## config.mk

```make
export PLATFORM = sky130hd
export DESIGN_NAME = bmc_master
export DESIGN_NICKNAME = d
export VERILOG_FILES = /design/src/bmc_pkg.sv /design/src/bmc_fall_sample.sv /design/src/bmc_master.sv /design/src/bmc_sync.sv
export SDC_FILE = /design/constraint.sdc
export NUM_CORES = 1
export LEC_CHECK = 0
export BUFFER_PORTS_ARGS = -buffer_cell sky130_fd_sc_hd__buf_2
export CORE_ASPECT_RATIO = 1.25
export CORE_MARGIN = 2
export CORE_UTILIZATION = 45
export CTS_CLUSTER_DIAMETER = 120
export DETAILED_ROUTE_END_ITERATION = 8
export PLACE_DENSITY = 0.84
export SYNTH_ARGS = -nofsm -noshare
export SYNTH_HDL_FRONTEND = slang
export SYNTH_HIERARCHICAL = 1
export SYNTH_SLANG_ARGS = --single-unit
```

## constraint.sdc

```tcl
create_clock -name mclk -period 5.1 [get_ports mclk]
set_clock_uncertainty 0.05 [all_clocks]
set_input_delay 1.02 -clock mclk [delete_from_list [all_inputs] [get_ports mclk]]
set_output_delay 1.02 -clock mclk [all_outputs]
set_load 0.02 [all_outputs]
```

## src/bmc_pkg.sv

```systemverilog
// package of constants and types for the bus master memory cycle sequencer
package bmc_pkg;

  // ----------------------------------------------------------------
  // bus family and widths
  // ----------------------------------------------------------------
  localparam logic FAMILY_READY = 1'h0; // ready-terminated family
  localparam logic FAMILY_ACK = 1'h1; // size ack / synchronous_termination family
  localparam int ADDR_W = 32;
  localparam int DATA_W = 32;
  localparam int WAIT_W = 2;
  localparam logic [WAIT_W-1:0] WAIT_ZERO = 2'h0;

  // ----------------------------------------------------------------
  // pin levels
  // ----------------------------------------------------------------
  localparam logic DIR_READ = 1'h1; // read/write select at read
  localparam logic DIR_WRITE = 1'h0;
  localparam logic STROBE_ON = 1'h0; // active-low strobes
  localparam logic STROBE_OFF = 1'h1;

  // ----------------------------------------------------------------
  // sequencer states, gray along idle-first-second-wait
  // ----------------------------------------------------------------
  typedef enum logic [2:0] {
    ST_IDLE = 3'h0,
    ST_FIRST = 3'h1,
    ST_SECOND = 3'h3,
    ST_WAIT = 3'h2,
    ST_TURN = 3'h6,
    ST_RELEASE = 3'h7
  } bmc_state_t;

endpackage

```

## src/bmc_fall_sample.sv

```systemverilog
// falling-edge sampler of a terminate input, held for the rising edge
`timescale 1ns/1ps
module bmc_fall_sample (
  input wire logic mclk,
  input wire logic rst,
  input wire logic pinIn,
  output logic sampled
);

  logic fall_r;

  // -------------------------------------------------------------
  // sample on the falling edge, hold for the rising edge
  // -------------------------------------------------------------
  always_ff @(negedge mclk or posedge rst) begin
    if (rst) begin
      fall_r <= 1'h1;
    end else begin
      fall_r <= pinIn;
    end
  end

  assign sampled = fall_r;

endmodule

```

## src/bmc_master.sv

```systemverilog
// bus master memory cycle sequencer: first, second, wait and idle states
`timescale 1ns/1ps
module bmc_master (
  input wire logic mclk,
  input wire logic rst,
  input wire logic busFamily,
  input wire logic [bmc_pkg::WAIT_W-1:0] waitStates,
  input wire logic reqValid,
  input wire logic reqWrite,
  input wire logic reqDescriptor,
  input wire logic [bmc_pkg::ADDR_W-1:0] reqAddr,
  input wire logic [bmc_pkg::DATA_W-1:0] reqWdata,
  output logic reqReady,
  output logic doneValid,
  output logic [bmc_pkg::DATA_W-1:0] doneRdata,
  output logic [bmc_pkg::ADDR_W-1:0] memAddr,
  output logic addressStrobeLowActive,
  output logic addressValidStrobe,
  output logic earlyCycleStrobe,
  output logic dataStrobe,
  output logic readWriteSelectLine,
  input wire logic memoryReadyInput,
  input wire logic sizeAcknowledgePair,
  input wire logic synchronousTermination,
  input wire logic [bmc_pkg::DATA_W-1:0] memDataIn,
  output logic [bmc_pkg::DATA_W-1:0] memDataOut,
  output logic memDataOe
);

  // ---------------------------------------------------------------
  // state and registers
  // ---------------------------------------------------------------
  bmc_pkg::bmc_state_t state_r, state_nxt;
  logic [bmc_pkg::WAIT_W-1:0] waitCnt_r, waitCnt_nxt;
  logic write_r;
  logic desc_r;
  logic lastDescWrite_r, lastDescWrite_nxt;
  logic hadWait_r, hadWait_nxt;
  logic firstSecond_r, firstSecond_nxt;
  logic readySampled;
  logic ackSync;

  // ---------------------------------------------------------------
  // input sampling
  // ---------------------------------------------------------------
  // ready is caught on the falling edge so its setup spans half a clock
  bmc_fall_sample u_ready (
    .mclk(mclk),
    .rst(rst),
    .pinIn(memoryReadyInput),
    .sampled(readySampled)
  );

  // size acknowledge takes the asynchronous path
  bmc_sync u_ack (
    .mclk(mclk),
    .rst(rst),
    .asyncIn(sizeAcknowledgePair),
    .syncOut(ackSync)
  );

  // ---------------------------------------------------------------
  // decode of terminations and starts
  // ---------------------------------------------------------------
  wire readyFamily = (busFamily == bmc_pkg::FAMILY_READY);
  wire waitsDone = (waitCnt_r == bmc_pkg::WAIT_ZERO);
  wire readyLow = readySampled == 1'h0;
  // synchronous_termination taken straight on the rising edge
  wire stermLow = synchronousTermination == 1'h0;
  // synchronised ack ends the cycle at the next edge, two clocks after its sample
  wire ackLow = ackSync == 1'h0;
  // a fresh ack cannot pass the synchroniser within the first state, and
  // what it holds there may be left over from the previous cycle
  wire termFirst = readyFamily & readyLow;
  wire termSecond = readyFamily ? readyLow
                  : (ackLow | (stermLow & firstSecond_r)
                     | (stermLow & ~firstSecond_r));
  wire needIdle = lastDescWrite_r & reqValid & ~reqWrite
                  & reqDescriptor;
  wire startNow = reqValid & ~needIdle;
  wire inCycle = (state_r == bmc_pkg::ST_FIRST) |
                 (state_r == bmc_pkg::ST_SECOND) |
                 (state_r == bmc_pkg::ST_WAIT);

  // ---------------------------------------------------------------
  // next-state logic
  // ---------------------------------------------------------------
  always_comb begin
    state_nxt = state_r;
    waitCnt_nxt = waitCnt_r;
    lastDescWrite_nxt = lastDescWrite_r;
    hadWait_nxt = hadWait_r;
    firstSecond_nxt = firstSecond_r;
    unique case (state_r)
      bmc_pkg::ST_IDLE, bmc_pkg::ST_RELEASE: begin
        if (needIdle) begin
          state_nxt = bmc_pkg::ST_TURN;
          lastDescWrite_nxt = 1'h0;
        end else if (startNow) begin
          state_nxt = bmc_pkg::ST_FIRST;
          waitCnt_nxt = waitStates;
          hadWait_nxt = 1'h0;
          firstSecond_nxt = 1'h1;
        end else begin
          state_nxt = bmc_pkg::ST_IDLE;
        end
      end
      bmc_pkg::ST_FIRST: begin
        if (termFirst & waitsDone) begin
          state_nxt = bmc_pkg::ST_IDLE;
          lastDescWrite_nxt = write_r & desc_r;
        end else begin
          state_nxt = bmc_pkg::ST_SECOND;
        end
      end
      bmc_pkg::ST_SECOND, bmc_pkg::ST_WAIT: begin
        firstSecond_nxt = 1'h0;
        if (~waitsDone) begin
          waitCnt_nxt = waitCnt_r - 2'h1;
          hadWait_nxt = 1'h1;
          state_nxt = bmc_pkg::ST_WAIT;
        end else if (termSecond) begin
          state_nxt = bmc_pkg::ST_IDLE;
          lastDescWrite_nxt = write_r & desc_r;
        end else begin
          hadWait_nxt = 1'h1;
          state_nxt = bmc_pkg::ST_WAIT;
        end
      end
      bmc_pkg::ST_TURN: begin
        state_nxt = bmc_pkg::ST_RELEASE;
      end
      default: begin
        state_nxt = bmc_pkg::ST_IDLE;
      end
    endcase
  end

  // ---------------------------------------------------------------
  // state registers
  // ---------------------------------------------------------------
  always_ff @(posedge mclk or posedge rst) begin
    if (rst) begin
      state_r <= bmc_pkg::ST_IDLE;
      waitCnt_r <= bmc_pkg::WAIT_ZERO;
      lastDescWrite_r <= 1'h0;
      hadWait_r <= 1'h0;
      firstSecond_r <= 1'h0;
    end else begin
      state_r <= state_nxt;
      waitCnt_r <= waitCnt_nxt;
      lastDescWrite_r <= lastDescWrite_nxt;
      hadWait_r <= hadWait_nxt;
      firstSecond_r <= firstSecond_nxt;
    end
  end

  // ---------------------------------------------------------------
  // request capture
  // ---------------------------------------------------------------
  wire starting = (state_nxt == bmc_pkg::ST_FIRST) &
                  (state_r != bmc_pkg::ST_FIRST);
  wire ending = inCycle & (state_nxt == bmc_pkg::ST_IDLE);

  always_ff @(posedge mclk or posedge rst) begin
    if (rst) begin
      write_r <= 1'h0;
      desc_r <= 1'h0;
      memAddr <= '0;
      memDataOut <= '0;
    end else if (starting) begin
      write_r <= reqWrite;
      desc_r <= reqDescriptor;
      memAddr <= reqAddr;
      memDataOut <= reqWdata;
    end
  end

  // ---------------------------------------------------------------
  // pin drive: every output registered on the rising edge
  // ---------------------------------------------------------------
  wire stayCycle = (state_nxt == bmc_pkg::ST_SECOND) |
                   (state_nxt == bmc_pkg::ST_WAIT);
  wire nextWrite = starting ? reqWrite : write_r;
  // strobe only once a wait state has begun
  wire strobeNxt = (state_nxt == bmc_pkg::ST_WAIT) |
                   (stayCycle & hadWait_nxt);

  always_ff @(posedge mclk or posedge rst) begin
    if (rst) begin
      addressStrobeLowActive <= bmc_pkg::STROBE_OFF;
      addressValidStrobe <= bmc_pkg::STROBE_OFF;
      earlyCycleStrobe <= bmc_pkg::STROBE_OFF;
      dataStrobe <= bmc_pkg::STROBE_OFF;
      readWriteSelectLine <= bmc_pkg::DIR_READ;
      memDataOe <= 1'h0;
      reqReady <= 1'h0;
      doneValid <= 1'h0;
      doneRdata <= '0;
    end else begin
      addressStrobeLowActive <= starting ? bmc_pkg::STROBE_ON
                                : bmc_pkg::STROBE_OFF;
      earlyCycleStrobe <= starting ? bmc_pkg::STROBE_ON
                          : bmc_pkg::STROBE_OFF;
      addressValidStrobe <= (starting | stayCycle) ? bmc_pkg::STROBE_ON
                            : bmc_pkg::STROBE_OFF;
      dataStrobe <= strobeNxt ? bmc_pkg::STROBE_ON
                    : bmc_pkg::STROBE_OFF;
      // direction only moves at a new start, so runs hold level
      if (starting) begin
        readWriteSelectLine <= reqWrite ? bmc_pkg::DIR_WRITE
                               : bmc_pkg::DIR_READ;
      end
      // write data kept driven through the idle, released after it
      if (starting) begin
        memDataOe <= nextWrite;
      end else if (state_r == bmc_pkg::ST_TURN) begin
        memDataOe <= 1'h0;
      end
      reqReady <= starting;
      doneValid <= ending;
      if (ending & ~write_r) begin
        doneRdata <= memDataIn;
      end
    end
  end

endmodule

```

## src/bmc_sync.sv

```systemverilog
// two-flop synchroniser for an asynchronous input
`timescale 1ns/1ps
module bmc_sync (
  input wire logic mclk,
  input wire logic rst,
  input wire logic asyncIn,
  output logic syncOut
);

  logic meta_r;

  // -------------------------------------------------------------
  // capture then settle; first flop read only by the second
  // -------------------------------------------------------------
  always_ff @(posedge mclk or posedge rst) begin
    if (rst) begin
      meta_r <= 1'h1;
      syncOut <= 1'h1;
    end else begin
      meta_r <= asyncIn;
      syncOut <= meta_r;
    end
  end

endmodule

```

==> metrics.log, run 1 <==
INFO  metric outcome = finished, final reports clean
INFO  metric postLayoutSetupSlackWorst = 0.510 ns
INFO  metric postSynthAreaPerCell = 10.8 um^2
INFO  metric synthCells = 422
INFO  metric max_slew_margin = 0.236
INFO  metric r2r_start = u_ready/sampled$_DFF_NP1_
INFO  metric share_of_flip_flops_with_an_asynchronous_set_or_reset_after_synthesis = 1.00
INFO  metric peak_supply_drop = 0.371 mV
INFO  metric worst-setup-path-type = reg -> reg
INFO  metric dr.pass1.iters = 4
INFO  metric synth-warning-count = 6
INFO  metric routabilityCongestion = ~0.86
INFO  metric drt-vias-per-instance = between 4 and 5
INFO  metric yosys.cell_count.top_type = sky130_fd_sc_hd__nand2_1
INFO  metric insertion_delay = ~0.42 ns
INFO  metric critical_path.max_fanout = 32
INFO  metric placeableCoreArea = 10,000 um^2
INFO  metric synthesis_stage_register_bit_count = 115
INFO  metric remaining_drc_errors = 0
INFO  metric final.hold.worst_slack = between 0.3 and 0.4 ns
INFO  metric cts_repair_resize_count = 0
INFO  metric synth_cell_type_count = 35
INFO  metric routed-via-count = approximately 3,700
INFO  metric antenna_cells = 0
INFO  metric crit_start = u_ready/sampled$_DFF_NP1_
INFO  metric buffer_ports.inserted = 210
INFO  metric worstSetupStartpointType = register
INFO  metric slew_violations = 0
INFO  metric setup_total_negative_slack = 0 ns
INFO  metric gr-usage-all-layers = 0.204
INFO  metric globalRoute.totalOverflow = 0
INFO  metric grt_first_pass_wirelength = 17,500 um
INFO  metric grt_pass1_vias = 3,737
INFO  metric netlist.area_leader.share = 0.590
INFO  metric clockRootBuffer = sky130_fd_sc_hd__clkbuf_16
INFO  metric grt_start_max_net_pins = 73
INFO  metric total_leakage_power = 0.00354 uW
INFO  metric post_drt_wl_per_cell = 14.3 um
INFO  metric grt_setup_unrepaired = false
INFO  metric crit-reg2reg-capture = doneRdata[30]$_DFFE_PP0P_
INFO  metric tritoncts = done
INFO  metric postCtsSetupRepairBufs = 0
INFO  metric syn-cell-area = 4580 um^2
INFO  metric hp-class = reg -> reg
INFO  metric max-cap-violations = 0
INFO  metric timing_hold_violations_final = 0
INFO  metric synth.top_cells.by_count = sky130_fd_sc_hd__nand2_1, sky130_fd_sc_hd__dfrtp_1, sky130_fd_sc_hd__mux2_4
INFO  metric drt.antenna.violating_nets = 0
INFO  metric fraction_of_final_layout_cells_sized_beyond_drive_strength_1 = 0.454
INFO  metric synth_seq_area_share = 0.631
INFO  metric synth_flop_cell = sky130_fd_sc_hd__dfrtp_1
INFO  metric synth_fp_nets = 530
INFO  metric critical_path_required = 5.32 ns
INFO  metric cp_data_arrival_time = 4.81 ns
INFO  metric cp-endpoint = doneRdata[30]$_DFFE_PP0P_
INFO  metric detailed_place_hpwl = between 7000 and 8000 um
INFO  metric synth_edf_count = 0
INFO  metric place_worst_setup_slack = about 0.57 ns
INFO  metric synth_top_cell_by_area = sky130_fd_sc_hd__dfrtp_1
INFO  metric timing.reg2reg.worst_path_depth = 5
INFO  metric die_w = between 90 and 100 um
INFO  metric floorplan.initialDensity = 0.458
INFO  metric antenna_found_initial = 0
INFO  metric r2r_slack = 0.51 ns
INFO  metric placedInstanceArea = roughly 5700 um^2
INFO  metric finalInstanceArea = ~6400 um^2
INFO  metric row_count = about 40
INFO  metric htree_num_levels = 4
INFO  metric clock_path_buffers = 2
INFO  metric finish.net_count = 742
INFO  metric wirelength = 11,100 um
INFO  metric design.portCount = 211
INFO  metric powerDensity = 749 nW/um^2
INFO  metric drt-initial-drc-count = 183
INFO  metric worstSetupEndpointType = register
INFO  metric cts_inserted_buffers = 17
INFO  metric dieHeight = 117 um
INFO  metric count_of_endpoints_failing_setup_in_the_final_report = 0
INFO  metric clock_sink_count = 115
INFO  metric path_clk_slew = ~0.05 ns
INFO  metric hold_bufs_inserted_after_cts = 0
INFO  metric tightestPinTransition = 1.15 ns
INFO  metric die-area = around 11,000 um^2
INFO  metric post_synth_main_area_contributors = sky130_fd_sc_hd__dfrtp_1, sky130_fd_sc_hd__nand2_1, sky130_fd_sc_hd__mux2_4, sky130_fd_sc_hd__dfstp_2, sky130_fd_sc_hd__clkbuf_1
INFO  metric areaGrowthSynthToFinish = 39.0%
cell type report:
cell class,count,area [um^2]
Fill cell,809,3640
Tap cell,129,161
Sequential cell,115,2890
Clock inverter,11,156
Clock buffer,22,484
Multi-Input combinational cell,279,1560
Timing Repair Buffer,213,1090
Inverter,7,28.8
cell usage in the layout, fill, tap and decap left out, drive strengths merged, types with 2 or more instances in the layout:
cell type,instances
nand2,203
clkinvlp,2
a21oi,2
nand3,2
dfrtp,108
inv,8
clkinv,4
a21o,2
o21ai,3
nor3,5
or2,2
nand2b,2
mux2,33
nor2,8
clkbuf,22
dfstp,7
buf,213
o221ai,3
bufinv,4
a22o,2
flip-flops by register name (all words and copies together), names as in the netlist, 2 cells and up:
signal,count
waitCnt_r,2
doneRdata,32
memAddr,32
memDataOut,32
state_r,3
through the flow:
step | util | std cells | power, uW
finish | 0.636 | 776 | 4760
global route | 0.636 | 776 | 5050
CTS | 0.636 | 776 | 4800
detailed placement | 0.572 | 744 | 3510
global placement | 0.572 | 744 | 3430
floorplan | - | 422 | 2890
power by group:
group / switching, uW / internal, uW / total [uW]
clock network: 401 / 866 / 1270
logic: 1140 / 756 / 1900
registers: 243 / 1350 / 1600
per-layer routing:
metal | global-route usage | vias up | wire length (um)
met4 | 0.0647 | 0 | 124
met2 | 0.349 | 152 | 5660
met1 | 0.247 | 1787 | 4510
met5 | 0 | - | 0
li1 | - | 1768 | -
met3 | 0.0634 | 13 | 823
worst min-delay path by stage:
stage                                 from  cells past startpoint                      end
floorplan           u_ack/meta_r$_DFF_PP1_                      0  u_ack/syncOut$_DFF_PP1_
global placement    u_ack/meta_r$_DFF_PP1_                      0  u_ack/syncOut$_DFF_PP1_
detailed placement  u_ack/meta_r$_DFF_PP1_                      0  u_ack/syncOut$_DFF_PP1_
CTS                 u_ack/meta_r$_DFF_PP1_                      0  u_ack/syncOut$_DFF_PP1_
global route        u_ack/meta_r$_DFF_PP1_                      0  u_ack/syncOut$_DFF_PP1_
finish              u_ack/meta_r$_DFF_PP1_                      0  u_ack/syncOut$_DFF_PP1_
worst max-delay path, cell delays in order, from the launching register on:
cell	delay, ns
sky130_fd_sc_hd__dfstp_2	0.36
sky130_fd_sc_hd__or2b_1	0.18
sky130_fd_sc_hd__nand4_1	0.17
sky130_fd_sc_hd__a2111oi_4	0.45
sky130_fd_sc_hd__buf_12	0.30
sky130_fd_sc_hd__mux2_2	0.37
cells by family after synthesis:
logic type / after synthesis / synth area share
AOI/OAI and AO/OA: 17 / 0.0320
buffers and inverters: 28 / 0.0306
adders and majority gates: 1 / 0.00273
DFF: 115 / 0.631
muxes: 33 / 0.106
and+or+nand+nor: 228 / 0.198
Power figures use the tool's default switching activity.
==> run 2: changes to the inputs <==
ABC_AREA = 1   (was default)
==> metrics.log, run 2 <==
INFO  metric finalInstanceArea = 6250 um^2 (-1.8%)
INFO  metric yosys.cell_count.top_type = sky130_fd_sc_hd__nand2_1
INFO  metric htree_num_levels = 4 (unchanged)
INFO  metric cts_repair_resize_count = 0 (unchanged)
INFO  metric share_of_flip_flops_with_an_asynchronous_set_or_reset_after_synthesis = 1.00 (unchanged)
INFO  metric worstSetupStartpointType = register
INFO  metric wirelength = 11,300 um (+2.0%)
INFO  metric hold_path_startpoint = u_ack/meta_r$_DFF_PP1_
INFO  metric postSynthAreaPerCell = 8.96 um^2 (-17%)
INFO  metric post_synth_main_area_contributors = sky130_fd_sc_hd__dfrtp_1, sky130_fd_sc_hd__nand2_1, sky130_fd_sc_hd__nand4_1, sky130_fd_sc_hd__dfstp_2, sky130_fd_sc_hd__buf_2
INFO  metric areaGrowthSynthToFinish = 37.0%
INFO  metric insertion_delay = 0.42 ns (about the same)
INFO  metric biggestRegsByFlops = doneRdata (32), memAddr (32), memDataOut (32)
INFO  metric finish.net_count = 822 (+11%)
INFO  metric clockRootBuffer = sky130_fd_sc_hd__clkbuf_16
INFO  metric drt-vias-per-instance = 4.93 (+2.9%)
INFO  metric worst-setup-path-type = reg -> reg
INFO  metric post_drt_wl_per_cell = 13.3 um (-7.5%)
INFO  metric cts_inserted_buffers = 17 (unchanged)
INFO  metric multi_input_area = 1460 um^2 (-6.2%)
INFO  metric hp-class = reg -> reg
INFO  metric crit-reg2reg-capture = doneRdata[30]$_DFFE_PP0P_
INFO  metric clock_sink_count = 115 (unchanged)
INFO  metric critical_path_required = 5.32 ns (about the same)
INFO  metric remaining_drc_errors = 0 (unchanged)
INFO  metric finalPower = 4590 uW (-3.6%)
INFO  metric synth_edf_count = 0 (unchanged)
INFO  metric timing_hold_violations_final = 0 (unchanged)
INFO  metric tightestPinTransition = 1.03 ns (-0.115 ns)
INFO  metric powerDensity = 735 nW/um^2 (-1.9%)
INFO  metric drt.antenna.violating_nets = 0 (unchanged)
INFO  metric floorplan.initialDensity = 0.456 (-0.00188)
INFO  metric placeableCoreArea = 10,000 um^2 (unchanged)
INFO  metric placedInstanceArea = 5660 um^2 (-1.2%)
INFO  metric hold_bufs_inserted_after_cts = 0 (unchanged)
INFO  metric dr.pass1.iters = 6 (+2)
INFO  metric worstSetupEndpointType = register
INFO  metric netlist.area_leader.share = 0.593 (+0.00243)
INFO  metric drt-initial-drc-count = 165 (-9.8%)
INFO  metric buffer_ports.inserted = 210 (unchanged)
INFO  metric path_clk_slew = 0.05 ns (about the same)
INFO  metric synth_cell_type_count = 23 (-34%)
INFO  metric synth.top_cells.by_count = sky130_fd_sc_hd__nand2_1, sky130_fd_sc_hd__dfrtp_1, sky130_fd_sc_hd__nand4_1
INFO  metric dieHeight = 117 um (-0.20%)
INFO  metric slew_violations = 0 (unchanged)
INFO  metric outcome = finished, final reports clean
INFO  metric regArea = 2890 um^2 (unchanged)
INFO  metric cp_data_arrival_time = 4.59 ns (-0.22 ns)
INFO  metric critical_path.max_fanout = 32 (unchanged)
INFO  metric globalRoute.totalOverflow = 0 (unchanged)
INFO  metric clock_path_buffers = 2 (unchanged)
INFO  metric mostFrequentLayoutCell = sky130_fd_sc_hd__nand2_1
INFO  metric grt_pass1_vias = 4,234 (+13%)
INFO  metric timing.reg2reg.worst_path_depth = 8 (+3)
INFO  metric fillCellCount = 833 (+3.0%)
INFO  metric antenna_found_initial = 1 (+1)
INFO  metric postCtsSetupRepairBufs = 0 (unchanged)
INFO  metric synthesis_stage_register_bit_count = 115 (unchanged)
INFO  metric die_w = 94.0 um (-0.20%)
INFO  metric synth-warning-count = 6 (unchanged)
INFO  metric detailed_place_hpwl = 7970 um (+2.5%)
INFO  metric grt_first_pass_wirelength = 18,100 um (+3.0%)
INFO  metric worstHoldEndpoint = u_ack/syncOut$_DFF_PP1_
INFO  metric design.portCount = 211 (unchanged)
INFO  metric peak_supply_drop = 0.360 mV (-3.1%)
INFO  metric count_of_endpoints_failing_setup_in_the_final_report = 0 (unchanged)
INFO  metric antenna_cells = 0 (unchanged)
INFO  metric synthCells = 509 (+21%)
INFO  metric setup_total_negative_slack = 0 ns (unchanged)
INFO  metric row_count = 41 (unchanged)
INFO  metric syn-cell-area = 4560 um^2 (-0.41%)
INFO  metric routed-via-count = 4,216 (+13%)
INFO  metric gr-usage-all-layers = 0.210 (+0.00628)
INFO  metric synth_seq_area_share = 0.633 (+0.00260)
INFO  metric total_leakage_power = 0.00364 uW (+3.0%)
INFO  metric die-area = 11,000 um^2 (-0.39%)
INFO  metric grt_start_max_net_pins = 75 (+2.7%)
INFO  metric synth_flop_cell = sky130_fd_sc_hd__dfrtp_1
INFO  metric tritoncts = done
INFO  metric max_slew_margin = 0.312 (+0.0755)
INFO  metric cells_on_worst_hold_path = 0 (unchanged)
INFO  metric leading_cell_types_in_the_layout_fill_and_taps_excluded = sky130_fd_sc_hd__nand2_1, sky130_fd_sc_hd__buf_2, sky130_fd_sc_hd__dfrtp_1, sky130_fd_sc_hd__nand4_1, sky130_fd_sc_hd__clkbuf_16
INFO  metric grt_setup_unrepaired = false
INFO  metric r2r_start = u_ready/sampled$_DFF_NP1_
INFO  metric fraction_of_final_layout_cells_sized_beyond_drive_strength_1 = 0.360 (-0.0949)
INFO  metric synth_fp_nets = 617 (+16%)
INFO  metric routabilityCongestion = 0.796 (-7.4%)
INFO  metric max-cap-violations = 0 (unchanged)
INFO  metric synth_top_cell_by_area = sky130_fd_sc_hd__dfrtp_1
INFO  metric r2r_slack = 0.74 ns (+0.23 ns)
-- run 2: changes by cell type in the layout (fill, tap and decap cells not counted), sizes merged, moves of 3 or more --
cell,change
clkbuf,-5
clkinvlp,+3
inv,+9
mux2,-33
nand2,+83
nand3,+5
nand4,+31
nor3,-3
o221ai,-3
-- run 2: metal layers --
metal | global-route usage | share of wire | vias up | routed length (um)
met5 | 0 | 0 | - | 0
met3 | 0.0671 | 0.084 | 11 | 955
met2 | 0.377 | 0.51 | 181 | 5750
met4 | 0.0792 | 0.0094 | 0 | 106
li1 | - | - | 2005 | -
met1 | 0.232 | 0.40 | 2019 | 4520
-- run 2: worst max-delay path, stage by stage (launching register included) --
cell	delay, ns
sky130_fd_sc_hd__dfstp_2	0.35
sky130_fd_sc_hd__inv_1	0.06
sky130_fd_sc_hd__nand3_1	0.08
sky130_fd_sc_hd__a21oi_1	0.20
sky130_fd_sc_hd__nand2_2	0.11
sky130_fd_sc_hd__nor2_4	0.24
sky130_fd_sc_hd__nand3_4	0.34
sky130_fd_sc_hd__nand2_1	0.17
sky130_fd_sc_hd__nand2_1	0.07
-- run 2: report_power, final --
| part | switching (uW) | internal, uW | leakage (uW) |
|---|---|---|---|
| clock | 409 | 763 | 0.000280 |
| combinational | 1280 | 574 | 0.00194 |
| sequential | 222 | 1340 | 0.00142 |
| total | 1920 | 2670 | 0.00364 |
-- run 2: stage by stage --
| step | cells | setup slack (ns) | util | hold slack (ns) |
|---|---|---|---|---|
| 4_1_cts | 855 | 0.748 | 0.625 | 0.310 |
| 3_3_place_gp | 824 | 0.850 | 0.566 | 0.298 |
| 6_report | 855 | 0.736 | 0.625 | 0.308 |
| 3_5_place_dp | 824 | 0.775 | 0.566 | 0.302 |
| 5_1_grt | 855 | 0.554 | 0.625 | 0.311 |
| 2_1_floorplan | 509 | 1.08 | - | 0.295 |
-- run 2: kinds of logic after synthesis --
family | count (synthesis) | share of synthesized area
flops | 115 | 0.633
buf+inv | 45 | 0.0458
compound gates | 11 | 0.0132
fa+ha+maj | 1 | 0.00274
simple gates | 337 | 0.305
-- run 2: layout make-up --
cell class	instances	area share
multi-input combinational	349	0.234
clock buffer	17	0.0681
inverter	16	0.0100
tap	129	0.0258
sequential	115	0.462
timing repair buffer	214	0.173
clock inverter	15	0.0268
-- run 2: worst max path at each step --
stage / end / startpoint / slack, ns / cells after the start
after floorplan: desc_r$_DFFE_PP0P_ / rst / 1.08 / 1
after global placement: doneRdata[20]$_DFFE_PP0P_ / u_ready/sampled$_DFF_NP1_ / 0.85 / 8
after detailed placement: doneRdata[16]$_DFFE_PP0P_ / u_ready/sampled$_DFF_NP1_ / 0.78 / 8
after CTS: doneRdata[16]$_DFFE_PP0P_ / u_ready/sampled$_DFF_NP1_ / 0.75 / 8
after global routing: doneRdata[27]$_DFFE_PP0P_ / u_ready/sampled$_DFF_NP1_ / 0.55 / 8
final: doneRdata[30]$_DFFE_PP0P_ / u_ready/sampled$_DFF_NP1_ / 0.74 / 8
==> run 3: changes to the inputs <==
CORE_UTILIZATION = 42   (was 45)
PLACE_DENSITY = 0.83   (was 0.84)
clock period = 3.56 ns   (was 5.1 ns; I/O delays follow)
==> metrics.log, run 3 (same netlist as run 2, synthesis figures left out) <==
INFO  metric drt-initial-drc-count = 177 (+7.3%)
INFO  metric critical_path_required = 3.78 ns (-1.54 ns)
INFO  metric timing_hold_violations_final = 0 (unchanged)
INFO  metric placeableCoreArea = 10,600 um^2 (+5.6%)
INFO  metric outcome = finished, final reports clean
INFO  metric buffer_ports.inserted = 210 (unchanged)
INFO  metric critical_path.max_fanout = 16 (-50%)
INFO  metric dr.pass1.iters = 4 (-2)
INFO  metric die-area = 11,700 um^2 (+6.9%)
INFO  metric peak_supply_drop = 0.470 mV (+31%)
INFO  metric grt_setup_unrepaired = true
INFO  metric max_slew_margin = 0.312 (about the same)
INFO  metric areaGrowthSynthToFinish = 39.5%
INFO  metric tightestPinTransition = 1.03 ns (-0.00470 ns)
INFO  metric leading_cell_types_in_the_layout_fill_and_taps_excluded = sky130_fd_sc_hd__nand2_1, sky130_fd_sc_hd__buf_2, sky130_fd_sc_hd__dfrtp_1, sky130_fd_sc_hd__nand4_1, sky130_fd_sc_hd__clkbuf_16
INFO  metric max-cap-violations = 0 (unchanged)
INFO  metric drt-vias-per-instance = 4.79 (-2.8%)
INFO  metric globalRoute.totalOverflow = 0 (unchanged)
INFO  metric post_drt_wl_per_cell = 13.2 um (-0.73%)
INFO  metric total_leakage_power = 0.00369 uW (+1.3%)
INFO  metric antenna_found_initial = 0 (-1)
INFO  metric drt.antenna.violating_nets = 0 (unchanged)
INFO  metric final.hold.worst_slack = 0.283 ns (-0.0251 ns)
INFO  metric routabilityCongestion = 0.832 (+4.6%)
INFO  metric mostFrequentLayoutCell = sky130_fd_sc_hd__nand2_1
INFO  metric post_route_met1_wirelength = 4850 um (+7.3%)
INFO  metric remaining_drc_errors = 0 (unchanged)
INFO  metric postCtsSetupRepairBufs = 0 (unchanged)
INFO  metric cts_inserted_buffers = 17 (unchanged)
INFO  metric hp-class = in -> async
INFO  metric wirelength = 11,400 um (+0.19%)
INFO  metric antenna_cells = 0 (unchanged)
INFO  metric clock_sink_count = 115 (unchanged)
INFO  metric detailed_routed_wire_length_on_met3 = 887 um (-7.1%)
INFO  metric slew_violations = 0 (unchanged)
INFO  metric dr_wl_met2 = 5390 um (-6.2%)
INFO  metric setup_total_negative_slack = 0 ns (unchanged)
INFO  metric timing.reg2reg.worst_path_depth = 8 (unchanged)
INFO  metric r2r_start = u_ready/sampled$_DFF_NP1_
INFO  metric finish.net_count = 826 (+0.49%)
INFO  metric count_of_endpoints_failing_setup_in_the_final_report = 0 (unchanged)
INFO  metric insertion_delay = 0.43 ns (about the same)
INFO  metric r2r_slack = 0.14 ns (-0.60 ns)
INFO  metric fillCellCount = 903 (+8.4%)
INFO  metric routed-via-count = 4,135 (-1.9%)
INFO  metric clockRootBuffer = sky130_fd_sc_hd__clkbuf_16
INFO  metric grt_start_max_net_pins = 73 (-2.7%)
INFO  metric gr-usage-all-layers = 0.195 (-0.0152)
INFO  metric die_w = 97.2 um (+3.4%)
INFO  metric grt_first_pass_wirelength = 18,500 um (+2.6%)
INFO  metric cp_data_arrival_time = 3.64 ns (-0.95 ns)
INFO  metric powerDensity = 1060 nW/um^2 (+44%)
INFO  metric worstSetupStartpointType = register
INFO  metric worst-setup-path-type = reg -> reg
INFO  metric dieHeight = 120 um (+3.4%)
INFO  metric crit-reg2reg-capture = doneRdata[0]$_DFFE_PP0P_
INFO  metric htree_num_levels = 4 (unchanged)
INFO  metric clock_path_buffers = 2 (unchanged)
INFO  metric place_worst_setup_slack = 0.173 ns (-0.602 ns)
INFO  metric grt_pass1_vias = 4,027 (-4.9%)
INFO  metric design.portCount = 211 (unchanged)
INFO  metric path_clk_slew = 0.05 ns (about the same)
INFO  metric tritoncts = done
INFO  metric cts_repair_resize_count = 0 (unchanged)
INFO  metric crit_start = u_ready/sampled$_DFF_NP1_
INFO  metric biggestRegsByFlops = doneRdata (32), memAddr (32), memDataOut (32)
INFO  metric hold_bufs_inserted_after_cts = 0 (unchanged)
INFO  metric floorplan.initialDensity = 0.432 (-0.0241)
INFO  metric row_count = 42 (+2.4%)
INFO  metric worstSetupEndpointType = register
INFO  metric detailed_place_hpwl = 7710 um (-3.2%)
INFO  metric postLayoutSetupSlackWorst = 0.138 ns (-0.598 ns)
INFO  metric fraction_of_final_layout_cells_sized_beyond_drive_strength_1 = 0.364 (+0.00438)
INFO  metric highest_layer = met4
[run 3: metal layers]
layer / vias to the layer above / GRT usage
met4: 0 / 0.0889
li1: 2017 / -
met5: - / 0
met2: 180 / 0.309
met1: 1918 / 0.243
met3: 20 / 0.0653
[run 3: how the worst max path moves through the flow]
stage,endpoint
floorplan,doneRdata[11]$_DFFE_PP0P_
global placement,doneRdata[18]$_DFFE_PP0P_
detailed placement,doneRdata[25]$_DFFE_PP0P_
CTS,doneRdata[8]$_DFFE_PP0P_
global route,doneRdata[0]$_DFFE_PP0P_
finish,doneRdata[0]$_DFFE_PP0P_
[run 3: worst max-delay path: stages (launching register included)]
cell,delay [ns]
sky130_fd_sc_hd__dfstp_2,0.35
sky130_fd_sc_hd__inv_1,0.05
sky130_fd_sc_hd__nand3_1,0.08
sky130_fd_sc_hd__nand2_1,0.13
sky130_fd_sc_hd__nand2_1,0.11
sky130_fd_sc_hd__nor2_4,0.25
sky130_fd_sc_hd__nand3_4,0.25
sky130_fd_sc_hd__nand2_1,0.14
sky130_fd_sc_hd__nand2_1,0.07
[run 3: power breakdown]
| part | switching (uW) | internal, uW | total [uW] |
|---|---|---|---|
| clock network | 594 | 1190 | 1780 |
| logic | 1880 | 860 | 2740 |
| registers | 303 | 1920 | 2220 |
[run 3: final cells by class]
cell class / instances / area [um^2] / area share
well taps: 132 / 165 / 0.0260
clock buffers: 19 / 443 / 0.0696
inverters: 16 / 63.8 / 0.0100
repair buffers: 217 / 1130 / 0.178
clock inverters: 14 / 188 / 0.0295
multi-input cells: 350 / 1480 / 0.233
flip-flops and latches: 115 / 2890 / 0.454
[run 3: stage by stage]
stage | instances | utilization | area, um^2 | total power, uW
6_report | 863 | 0.602 | 6360 | 6740
5_1_grt | 863 | 0.602 | 6360 | 7180
4_1_cts | 862 | 0.600 | 6340 | 6740
3_5_place_dp | 830 | 0.541 | 5710 | 4940
3_3_place_gp | 830 | 0.541 | 5710 | 4870
2_1_floorplan | 509 | - | 4560 | 4050
